File: src/inc/nabd_pkg.sv
// Constants, field positions and types shared by the nibble ALU and branch decoder
package nabd_pkg;

  // Clock and machine cycle timing
  localparam int CLK_HZ            = 20_000_000;
  localparam int CLK_PERIOD_NS     = 50;
  // One machine cycle lasts this many oscillator periods
  localparam int MC_OSC_PERIODS    = 4;
  // The core clock is the oscillator, so the count follows directly
  localparam int MC_CYCLES         = MC_OSC_PERIODS * (CLK_HZ / CLK_HZ);

  // Data path widths
  localparam int NIB_W             = 4;
  localparam int PC_W              = 14;
  localparam int PC_LOW_W          = 11;
  localparam int PAGE_W            = 3;
  localparam int BANK_W            = 3;
  localparam int RAM_AW            = 8;
  localparam int WR_AW             = 4;
  localparam int BUS_AW            = 9;
  localparam int BUS_DW            = 16;

  // Address forming: operand page times 10H, far jump bank times 800H
  localparam int PAGE_SHIFT        = 4;
  localparam int BANK_SHIFT        = 11;

  // Program counter steps
  localparam logic [PC_W-1:0] PC_STEP = 14'h0001;
  localparam logic [PC_W-1:0] PC_SKIP = 14'h0002;

  // Register offsets on the plain register port
  localparam logic [BUS_AW-1:0] REG_CTRL  = 9'h000;
  localparam logic [BUS_AW-1:0] REG_FLAGS = 9'h001;
  localparam logic [BUS_AW-1:0] REG_ACC   = 9'h002;
  localparam logic [BUS_AW-1:0] REG_PAGE  = 9'h003;
  localparam logic [BUS_AW-1:0] REG_BANK  = 9'h004;
  localparam logic [BUS_AW-1:0] REG_PC    = 9'h005;
  localparam logic [BUS_AW-1:0] REG_LAST  = 9'h006;
  localparam logic [BUS_AW-1:0] WR_BASE   = 9'h010;
  localparam logic [BUS_AW-1:0] WR_LAST   = 9'h01F;
  localparam logic [BUS_AW-1:0] RAM_BASE  = 9'h100;

  // Field positions
  localparam int CTRL_RUN_BIT      = 0;
  localparam int FLAG_CARRY_BIT    = 0;
  localparam int FLAG_ZERO_BIT     = 1;

  // Reset values
  localparam logic [PC_W-1:0]   RST_PC    = 14'h0000;
  localparam logic [NIB_W-1:0]  RST_NIB   = 4'h0;
  localparam logic [PAGE_W-1:0] RST_PAGE  = 3'h0;
  localparam logic [BANK_W-1:0] RST_BANK  = 3'h0;
  localparam logic [15:0]       RST_INSTR = 16'h0000;

  // Operations of the nibble ALU
  typedef enum logic [2:0] {
    NABD_ADD,
    NABD_SUB,
    NABD_AND,
    NABD_OR,
    NABD_XOR
  } nabd_alu_op_t;

endpackage : nabd_pkg

File: src/inc/nabd_alu_if.sv
// Operand and result bundle between the decoder and the nibble ALU
`timescale 1ns/10ps
interface nabd_alu_if;
  import nabd_pkg::*;
  nabd_alu_op_t     op;
  logic [NIB_W-1:0] a;
  logic [NIB_W-1:0] b;
  logic             cin;
  logic [NIB_W-1:0] res;
  logic             cout;
  logic             zout;

  modport req (output op, a, b, cin, input res, cout, zout);
  modport alu (input op, a, b, cin, output res, cout, zout);
endinterface : nabd_alu_if

File: src/rtl/nabd_alu.sv
// Combinational 4-bit ALU: add, subtract with borrow, and, or, xor
`timescale 1ns/10ps
module nabd_alu
  import nabd_pkg::*;
(
  nabd_alu_if.alu port_if
);

  logic [NIB_W:0] wide;

  // Carry out is bit 4; on subtraction it is set when a borrow occurs
  always_comb begin
    wide = '0;
    case (port_if.op)
      NABD_ADD: wide = 5'(port_if.a) + 5'(port_if.b) + 5'(port_if.cin);
      NABD_SUB: wide = 5'(port_if.a) - 5'(port_if.b) - 5'(port_if.cin);
      NABD_AND: wide = {1'b0, port_if.a & port_if.b};
      NABD_OR:  wide = {1'b0, port_if.a | port_if.b};
      NABD_XOR: wide = {1'b0, port_if.a ^ port_if.b};
      default:  wide = '0;
    endcase
  end

  assign port_if.res  = wide[NIB_W-1:0];
  assign port_if.cout = wide[NIB_W];
  assign port_if.zout = (wide[NIB_W-1:0] == RST_NIB);

endmodule : nabd_alu

File: src/rtl/nabd_mcycle.sv
// Machine cycle divider: one execute pulse every MC_CYCLES clocks while running
`timescale 1ns/10ps
module nabd_mcycle
  import nabd_pkg::*;
#(
  parameter int CYCLES = MC_CYCLES
)
(
  // Clock and reset
  input  wire logic clk_i,
  input  wire logic arst_n_i,
  // Control
  input  wire logic run_i,
  // Execute strobe, one clock long
  output logic      step_o
);

  localparam int CW = $clog2(CYCLES);
  localparam logic [CW-1:0] LAST = CW'(CYCLES - 1);

  logic [CW-1:0] phase_q;

  // Phase counter restarts while halted so each run begins a full cycle
  always_ff @(posedge clk_i or negedge arst_n_i) begin
    if (!arst_n_i) begin
      phase_q <= '0;
    end else if (!run_i) begin
      phase_q <= '0;
    end else if (phase_q == LAST) begin
      phase_q <= '0;
    end else begin
      phase_q <= phase_q + CW'(1);
    end
  end

  assign step_o = run_i && (phase_q == LAST);

endmodule : nabd_mcycle

File: src/rtl/nabd_core.sv
// Arithmetic, logic, branch and skip execution unit of a 4-bit core
//
// The strobed register port and the register offsets were left to the implementer.
`timescale 1ns/10ps
// What this block does
// - Add forms: carry use and flag updates
// - Immediate add-carry writes register and accumulator
// - Subtract-borrow: nibble minus accumulator minus carry
// - Immediate subtract-borrow writes register and accumulator
// - Or write-back; logic ops touch zero only
// - Accumulator bit jump loads low eleven bits
// - Zero and nonzero accumulator jumps
// - Carry and no-carry jumps, flags kept
// - Decrement, write back, skip when zero
// - Decrement, write back, skip when nonzero
// - Memory bit test skips when set
// - Operand address is page times 10H plus field
module nabd_core
  import nabd_pkg::*;
#(
  parameter int MCYC = MC_CYCLES
)
(
  // Clock and reset
  input  wire logic              clk_i,
  input  wire logic              arst_n_i,
  // Program word for the current program counter
  input  wire logic [15:0]       instr_i,
  // Register port
  input  wire logic [BUS_AW-1:0] addr_i,
  input  wire logic [BUS_DW-1:0] wdata_i,
  input  wire logic              wr_i,
  input  wire logic              rd_i,
  output logic      [BUS_DW-1:0] rdata_o,
  // Core state
  output logic      [PC_W-1:0]   pc_o,
  output logic      [NIB_W-1:0]  main_operand_reg_o,
  output logic                   carry_bit_o,
  output logic                   zero_bit_o,
  output logic                   step_o
);

  // Architectural state
  logic [PC_W-1:0]   pc_q;
  logic [NIB_W-1:0]  acc_q;
  logic              carry_q;
  logic              zero_q;
  logic [PAGE_W-1:0] page_q;
  logic [BANK_W-1:0] program_bank_select_q;
  logic              run_q;
  logic [15:0]       last_q;
  logic [BUS_DW-1:0] rdata_q;
  logic              step_q;
  logic [NIB_W-1:0]  scratch_reg_n_q [2**WR_AW];
  logic [NIB_W-1:0]  ram_q           [2**RAM_AW];

  // Decoded instruction fields
  logic [3:0]          op_hi;
  logic                ext;
  logic [NIB_W-1:0]    imm;
  logic [WR_AW-1:0]    wr_sel;
  logic [6:0]          r_field;
  logic [PC_LOW_W-1:0] target;
  logic [RAM_AW-1:0]   ram_addr;
  logic [NIB_W-1:0]    ram_rd;
  logic [NIB_W-1:0]    wr_rd;

  // Execute controls
  logic            step;
  logic            do_acc;
  logic            do_ram;
  logic            do_wr;
  logic            do_c;
  logic            do_z;
  logic [PC_W-1:0] pc_d;

  // Bus decode
  logic            bus_wr_ram;
  logic            bus_wr_wr;

  nabd_alu_if alu_if ();

  nabd_alu u_alu (
    .port_if (alu_if)
  );

  // Execute strobe once per machine cycle
  nabd_mcycle #(
    .CYCLES (MCYC)
  ) u_mcycle (
    .clk_i    (clk_i),
    .arst_n_i (arst_n_i),
    .run_i    (run_q),
    .step_o   (step)
  );

  // Field extraction from the single program word
  assign op_hi   = instr_i[15:12];
  assign ext     = instr_i[11];
  assign imm     = instr_i[7:4];
  assign wr_sel  = instr_i[3:0];
  assign r_field = instr_i[6:0];
  assign target  = instr_i[PC_LOW_W-1:0];

  // Direct operand address; overlapping pages alias by design
  assign ram_addr = (RAM_AW'(page_q) << PAGE_SHIFT) + RAM_AW'(r_field);
  assign ram_rd   = ram_q[ram_addr];
  assign wr_rd    = scratch_reg_n_q[wr_sel];

  // Main decoder: operands, write targets, flag updates and next PC
  always_comb begin
    alu_if.op  = NABD_ADD;
    alu_if.a   = ram_rd;
    alu_if.b   = acc_q;
    alu_if.cin = 1'b0;
    do_acc     = 1'b0;
    do_ram     = 1'b0;
    do_wr      = 1'b0;
    do_c       = 1'b0;
    do_z       = 1'b0;
    pc_d       = pc_q + PC_STEP;
    if (ext && (op_hi <= 4'h3) && (instr_i[10] || !instr_i[7])) begin
      // Immediate forms take a scratch register and the immediate
      if (instr_i[10]) begin
        alu_if.a = wr_rd;
        alu_if.b = imm;
      end
      do_acc = 1'b1;
      do_z   = 1'b1;
      do_ram = instr_i[8] && !instr_i[10];
      do_wr  = instr_i[8] && instr_i[10];
      case ({op_hi[1:0], instr_i[9]})
        3'b000: begin
          alu_if.op  = NABD_ADD;
          alu_if.cin = carry_q;
          do_c       = 1'b1;
        end
        3'b001: begin
          alu_if.op  = NABD_SUB;
          alu_if.cin = carry_q;
          do_c       = 1'b1;
        end
        3'b010: begin
          alu_if.op = NABD_ADD;
          do_c      = 1'b1;
        end
        3'b011: begin
          alu_if.op = NABD_SUB;
          do_c      = 1'b1;
        end
        3'b100: begin
          alu_if.op = NABD_ADD; // Unsigned add keeps carry
        end
        3'b101: begin
          alu_if.op = NABD_AND;
        end
        3'b110: begin
          alu_if.op = NABD_XOR;
        end
        default: begin
          alu_if.op = NABD_OR;
        end
      endcase
    end else if ((op_hi == 4'h4) && (instr_i[11:8] == 4'hA)) begin
      // Increment and decrement; the 1011 neighbour is a port read and must stay a no-op
      alu_if.op = instr_i[7] ? NABD_SUB : NABD_ADD;
      alu_if.b  = 4'h1;
      do_acc    = 1'b1;
      do_ram    = 1'b1;
      do_c      = 1'b1;
      do_z      = 1'b1;
    end else if ((op_hi == 4'h4) && (instr_i[11:8] == 4'h8)) begin
      // Decrement, write back, then skip on the result
      alu_if.op = NABD_SUB;
      alu_if.b  = 4'h1;
      do_acc    = 1'b1;
      do_ram    = 1'b1;
      do_c      = 1'b1;
      do_z      = 1'b1;
      if (alu_if.zout != instr_i[7]) begin
        pc_d = pc_q + PC_SKIP;
      end
    end else if ((op_hi == 4'hA) && (instr_i[11:9] == 3'b100)) begin
      // Bit test of a memory nibble, no flag touched
      if (ram_rd[{instr_i[8], instr_i[7]}]) begin
        pc_d = pc_q + PC_SKIP;
      end
    end else if (!ext) begin
      // Branch group: only the low eleven bits move, except far jump
      case (op_hi)
        4'h7: begin
          pc_d = (PC_W'(program_bank_select_q) << BANK_SHIFT) + PC_W'(target);
        end
        4'h8, 4'h9, 4'hA, 4'hB: begin
          if (acc_q[op_hi[1:0]]) begin
            pc_d = {pc_q[PC_W-1:PC_LOW_W], target};
          end
        end
        4'hE: begin
          if (acc_q == RST_NIB) begin
            pc_d = {pc_q[PC_W-1:PC_LOW_W], target};
          end
        end
        4'hC: begin
          if (acc_q != RST_NIB) begin
            pc_d = {pc_q[PC_W-1:PC_LOW_W], target};
          end
        end
        4'hF: begin
          if (carry_q) begin
            pc_d = {pc_q[PC_W-1:PC_LOW_W], target};
          end
        end
        4'hD: begin
          if (!carry_q) begin
            pc_d = {pc_q[PC_W-1:PC_LOW_W], target};
          end
        end
        default: begin
          pc_d = pc_q + PC_STEP;
        end
      endcase
    end
  end

  // Register port decode for the arrays
  assign bus_wr_ram = wr_i && (addr_i >= RAM_BASE);
  assign bus_wr_wr  = wr_i && (addr_i >= WR_BASE) && (addr_i <= WR_LAST);

  // Run control; software starts and stops the core
  always_ff @(posedge clk_i or negedge arst_n_i) begin
    if (!arst_n_i) begin
      run_q <= 1'b0;
    end else if (wr_i && (addr_i == REG_CTRL)) begin
      run_q <= wdata_i[CTRL_RUN_BIT];
    end
  end

  // Program counter: execute wins over a software write in the same cycle
  always_ff @(posedge clk_i or negedge arst_n_i) begin
    if (!arst_n_i) begin
      pc_q <= RST_PC;
    end else if (step) begin
      pc_q <= pc_d;
    end else if (wr_i && (addr_i == REG_PC)) begin
      pc_q <= wdata_i[PC_W-1:0];
    end
  end

  // Accumulator
  always_ff @(posedge clk_i or negedge arst_n_i) begin
    if (!arst_n_i) begin
      acc_q <= RST_NIB;
    end else if (step && do_acc) begin
      acc_q <= alu_if.res;
    end else if (wr_i && (addr_i == REG_ACC)) begin
      acc_q <= wdata_i[NIB_W-1:0];
    end
  end

  // Flags: each updates only when its instruction group says so
  always_ff @(posedge clk_i or negedge arst_n_i) begin
    if (!arst_n_i) begin
      carry_q <= 1'b0;
      zero_q  <= 1'b0;
    end else if (step) begin
      if (do_c) begin
        carry_q <= alu_if.cout;
      end
      if (do_z) begin
        zero_q <= alu_if.zout;
      end
    end else if (wr_i && (addr_i == REG_FLAGS)) begin
      carry_q <= wdata_i[FLAG_CARRY_BIT];
      zero_q  <= wdata_i[FLAG_ZERO_BIT];
    end
  end

  // Page and bank selects are set by software only in this block
  always_ff @(posedge clk_i or negedge arst_n_i) begin
    if (!arst_n_i) begin
      page_q                <= RST_PAGE;
      program_bank_select_q <= RST_BANK;
    end else if (wr_i && (addr_i == REG_PAGE)) begin
      page_q <= wdata_i[PAGE_W-1:0];
    end else if (wr_i && (addr_i == REG_BANK)) begin
      program_bank_select_q <= wdata_i[BANK_W-1:0];
    end
  end

  // Scratch registers; write-back results win over software
  always_ff @(posedge clk_i or negedge arst_n_i) begin
    if (!arst_n_i) begin
      for (int i = 0; i < 2**WR_AW; i++) begin
        scratch_reg_n_q[i] <= RST_NIB;
      end
    end else if (step && do_wr) begin
      scratch_reg_n_q[wr_sel] <= alu_if.res;
    end else if (bus_wr_wr) begin
      scratch_reg_n_q[addr_i[WR_AW-1:0]] <= wdata_i[NIB_W-1:0];
    end
  end

  // Data memory; not reset, software loads it before running
  always_ff @(posedge clk_i) begin
    if (step && do_ram) begin
      ram_q[ram_addr] <= alu_if.res;
    end else if (bus_wr_ram) begin
      ram_q[addr_i[RAM_AW-1:0]] <= wdata_i[NIB_W-1:0];
    end
  end

  // Last executed word, kept for software tracing
  always_ff @(posedge clk_i or negedge arst_n_i) begin
    if (!arst_n_i) begin
      last_q <= RST_INSTR;
      step_q <= 1'b0;
    end else begin
      step_q <= step;
      if (step) begin
        last_q <= instr_i;
      end
    end
  end

  // Read data stand one cycle after the strobe, and only then
  always_ff @(posedge clk_i or negedge arst_n_i) begin
    if (!arst_n_i) begin
      rdata_q <= '0;
    end else if (!rd_i) begin
      rdata_q <= '0;
    end else if (addr_i == REG_CTRL) begin
      rdata_q <= BUS_DW'(run_q);
    end else if (addr_i == REG_FLAGS) begin
      rdata_q <= BUS_DW'({zero_q, carry_q});
    end else if (addr_i == REG_ACC) begin
      rdata_q <= BUS_DW'(acc_q);
    end else if (addr_i == REG_PAGE) begin
      rdata_q <= BUS_DW'(page_q);
    end else if (addr_i == REG_BANK) begin
      rdata_q <= BUS_DW'(program_bank_select_q);
    end else if (addr_i == REG_PC) begin
      rdata_q <= BUS_DW'(pc_q);
    end else if (addr_i == REG_LAST) begin
      rdata_q <= last_q;
    end else if ((addr_i >= WR_BASE) && (addr_i <= WR_LAST)) begin
      rdata_q <= BUS_DW'(scratch_reg_n_q[addr_i[WR_AW-1:0]]);
    end else if (addr_i >= RAM_BASE) begin
      rdata_q <= BUS_DW'(ram_q[addr_i[RAM_AW-1:0]]);
    end else begin
      rdata_q <= '0; // Unmapped offsets read as zero
    end
  end

  // Outputs come straight from flip-flops
  assign rdata_o            = rdata_q;
  assign pc_o               = pc_q;
  assign main_operand_reg_o = acc_q;
  assign carry_bit_o        = carry_q;
  assign zero_bit_o         = zero_q;
  assign step_o             = step_q;

endmodule : nabd_core

File: config.mk
export PLATFORM = sky130hd
export DESIGN_NAME = nabd_core
export DESIGN_NICKNAME = d
export VERILOG_FILES = /design/src/inc/nabd_pkg.sv /design/src/inc/nabd_alu_if.sv /design/src/rtl/nabd_alu.sv /design/src/rtl/nabd_mcycle.sv /design/src/rtl/nabd_core.sv
export SDC_FILE = /design/constraint.sdc
export NUM_CORES = 2
export LEC_CHECK = 0
export ABC_AREA = 1
export BUFFER_PORTS_ARGS = -buffer_cell sky130_fd_sc_hd__buf_4
export CAP_MARGIN = 20
export CORE_MARGIN = 3
export CORE_UTILIZATION = 30
export DETAILED_ROUTE_END_ITERATION = 12
export SLEW_MARGIN = 40
export SYNTH_ARGS = -nofsm -noshare
export SYNTH_HDL_FRONTEND = slang
export SYNTH_SLANG_ARGS = --single-unit
File: constraint.sdc
create_clock -name clk_i -period 27.2 [get_ports clk_i]
set_input_delay 6.8 -clock clk_i [delete_from_list [all_inputs] [get_ports clk_i]]
set_output_delay 6.8 -clock clk_i [all_outputs]
set_load 0.005 [all_outputs]
==> results.ini <==
[cts]
h-tree-depth = 3
clkTransAtPathRegs_ps = 60
cts_setup_buffers = 0
clockBufferDepth = 3
cts-root-buf = clkbuf_16
cts_resized = 0
cts_made_buffers = 115
cts_sinks = 1150
clk_latency_ps = 790
ctsHoldBuffers = 0
cts_tree = done

[min_path]
hold_depth = 1
hold_path.class = reg -> reg

[detailed_routing]
drtPass1Iterations = 9
wl_per_cell_um = 26.6
vias_per_cell = 5.92
first_iter_violations = 7493
route.antenna.remaining_nets = 0
routed_wl_mm = 219
drc = 0
via_count = 48600

[floorplan]
core_area_mm2 = 0.189
placementRows = 159
die-area_mm2 = 0.196
die_x_um = 443
io_pins = 82
die_y_um = 443
start_util_pct = 30.3

[sta]
report.final.slew_viol_count = 0
finalHoldViolCount = 0
fmax_mhz = 67.8
timing.final.ws_setup_ps = 12450
period_share_pct = 54.2
min_period_ps = 14750
skew_ps = 68.5
worstMarginPinSlew_ps = 947
fin_hold_ws_ps = 434
fin_tns_setup_ps = 0
rsz0062_at_grt = false
max_slew_margin_pct = 36.7
finalSetupViolations = 0

[synthesis]
synth_edf_count = 1024
synth_nets = 5765
yosysWarnings = 0
synthFlopType = edfxtp_1
ys_ff_latch = 1150
synth.yosys.seq_area_share_pct = 59.3
synthArstFlopShare_pct = 11.0
synth_area_mm2 = 0.0572
avgSynthCellArea_um2 = 10.0
syn_inst = 5697
yosysUniqueCellTypes = 54

[setup_path]
crit_path_max_fanout = 69
reg2reg_depth = 20
cpMostUsedCell = buf_4
slowest_stage = buf_4
cp_slowest_stage_delay_ps = 710
crit_arrival_ps = 15220
start_kind = primary input
crit_required_ps = 27670
crit_path_end_kind = flip-flop
crit_type = in -> reg

[power]
p_seq_share_pct = 48.2
power_frac_clock_pct = 38.3
p_per_area_mw_per_mm2 = 66.2
p_switching_mw = 1.18
peakVddDrop_uv = 54.1
netSwitchingFraction_pct = 27.7
p_int_mw = 3.07
p_leak_nw = 23.2
power_frac_comb_pct = 13.5

[placed_design]
port_buffers = 79
placed_cells = 7989
dp_worst_setup_slack_ps = 11840
dp_hpwl_mm = 130
place.gp.congestion = 0.923

[flow_run]
cap_violations = 0

[global_route]
grt.overflow.total = 0
grt_max_degree = 153
antenna_found_initial = 4
first_global_vias = 46700
grt_pass1_wl_mm = 316
grt_use_total_pct = 21.3

[layout]
fin_nets = 5681
layout-drive-gt1-share_pct = 7.27
syn2layout_area_growth_pct = 12.4
fill_cells = 18900
fin_cells = 8209

[outcome]
outcome = finished clean

==> cell type report <==
cell class	instances	area [um2]	share of cell area, %
Antenna cell	4	10.0	0.0156
Timing Repair Buffer	184	1600	2.49
Multi-Input combinational cell	3591	19700	30.6
Inverter	571	2160	3.36
Tap cell	2495	3120	4.86
Sequential cell	1150	33900	52.8
Clock buffer	154	3140	4.89
Clock inverter	60	653	1.02
==> kinds of logic after synthesis <==
kind of cell,count (synthesis),share of synthesized area (%)
AO/OA/AOI/OAI,1503,18.8
AND/OR/NAND/NOR,2046,14.4
XOR/XNOR,19,0.291
buffers and inverters,956,6.68
flip-flops,1150,59.3
adder cells (fa/ha/maj),23,0.569
==> power by group through the flow <==
stage          clock [mW]  sequential (mW)  combinational [mW]
2_1_floorplan           0             2.18               0.296
3_3_place_gp            0             2.09               0.532
3_5_place_dp            0             2.09               0.551
4_1_cts              1.64             2.05               0.552
5_1_grt              1.71             2.05               0.601
6_report             1.63             2.05               0.573
==> worst max-delay path: cells and delay by family <==
kind | cells | cell delay, ps
buf+inv | 8 | 4010
fa+ha+maj | 2 | 670
compound gates | 5 | 1260
simple gates | 12 | 2220
==> cell usage after synthesis (all sizes together) (3+ instances only) <==
cell	instances	share of area, %
clkinv	9	0.059
nor4	12	0.13
a211oi	21	0.28
dfrtp	126	5.5
nor3	16	0.18
a22o	19	0.29
o2111ai	22	0.37
o221ai	329	5.0
a21oi	230	2.0
o22ai	81	0.89
nand4	47	0.51
fa	5	0.18
or2	6	0.066
o211ai	13	0.17
nand3	206	1.8
a22oi	537	7.0
nand2	1221	8.1
o21a	4	0.053
edfxtp	1024	54
inv	562	3.7
o21ai	160	1.4
xor2	11	0.17
nand3b	3	0.039
ha	18	0.39
a221oi	59	0.90
a21o	4	0.053
buf	182	1.6
xnor2	8	0.12
clkbuf	203	1.3
nor2	533	3.5
a31oi	13	0.14
==> sequential cells by signal (all words and copies together), names as in the netlist, 2 cells and up <==
register and cells:
last_q 16, page_q 3, main_operand_reg_o 4, pc_o 14
u_mcycle.phase_q 2, program_bank_select_q 3, rdata_o 16, ram_q 1024
scratch_reg_n_q 64
==> cells in the final DEF (no fill, tap or decap), types with 12 or more instances in the layout <==
cell type	count
a22oi_1	537
nor4_1	12
ha_1	17
nand4_1	47
o2111ai_1	21
o21ai_0	136
o211ai_1	13
nand2_2	13
inv_1	548
a221oi_1	59
nor2_1	522
o22ai_1	81
edfxtp_1	1024
nand3_1	202
o221ai_1	329
o21ai_1	17
dfrtp_1	126
clkbuf_1	28
a21oi_1	230
clkinv_2	16
buf_4	162
a211oi_1	20
clkinv_1	32
nand2_1	1204
a22o_1	19
a31oi_1	13
clkbuf_16	116
==> metrics by stage <==
| stage | total power, mW | util [%] | area [um2] |
|---|---|---|---|
| 6_report | 4.25 | 34.1 | 64300 |
| 5_1_grt | 4.36 | 34.1 | 64200 |
| 4_1_cts | 4.24 | 34.0 | 64200 |
| 3_5_place_dp | 2.64 | 32.0 | 60400 |
| 3_3_place_gp | 2.62 | 31.9 | 60200 |
| 2_1_floorplan | 2.48 | - | 57200 |
==> path summary, 6_finish.rpt <==
kind | start | to | slack [ps]
setup / recovery | instr_i[0] | ram_q[230][2]$_DFFE_PP_ | 12450
hold / removal | u_mcycle.phase_q[0]$_DFF_PN0_ | u_mcycle.phase_q[0]$_DFF_PN0_ | 430
setup reg to reg | page_q[0]$_DFFE_PN0P_ | ram_q[230][2]$_DFFE_PP_ | 19540
hold reg to reg | u_mcycle.phase_q[0]$_DFF_PN0_ | u_mcycle.phase_q[0]$_DFF_PN0_ | 430
max in group asynchronous | arst_n_i | scratch_reg_n_q[10]$_DFFE_PN0P_ | 20100
min in group asynchronous | arst_n_i | u_mcycle.phase_q[0]$_DFF_PN0_ | 6030
==> routing by layer <==
layer	vias to the layer above	part of all wire (%)	global-route usage (%)	routed length, um
li1	20600	-	-	-
met1	23500	38	28.3	83000
met2	3700	43	32.1	94900
met3	724	13	5.83	29100
met4	4	5.3	10.5	11600
met5	-	0.011	0	23
No activity file was read; power rests on OpenSTA's default activity.
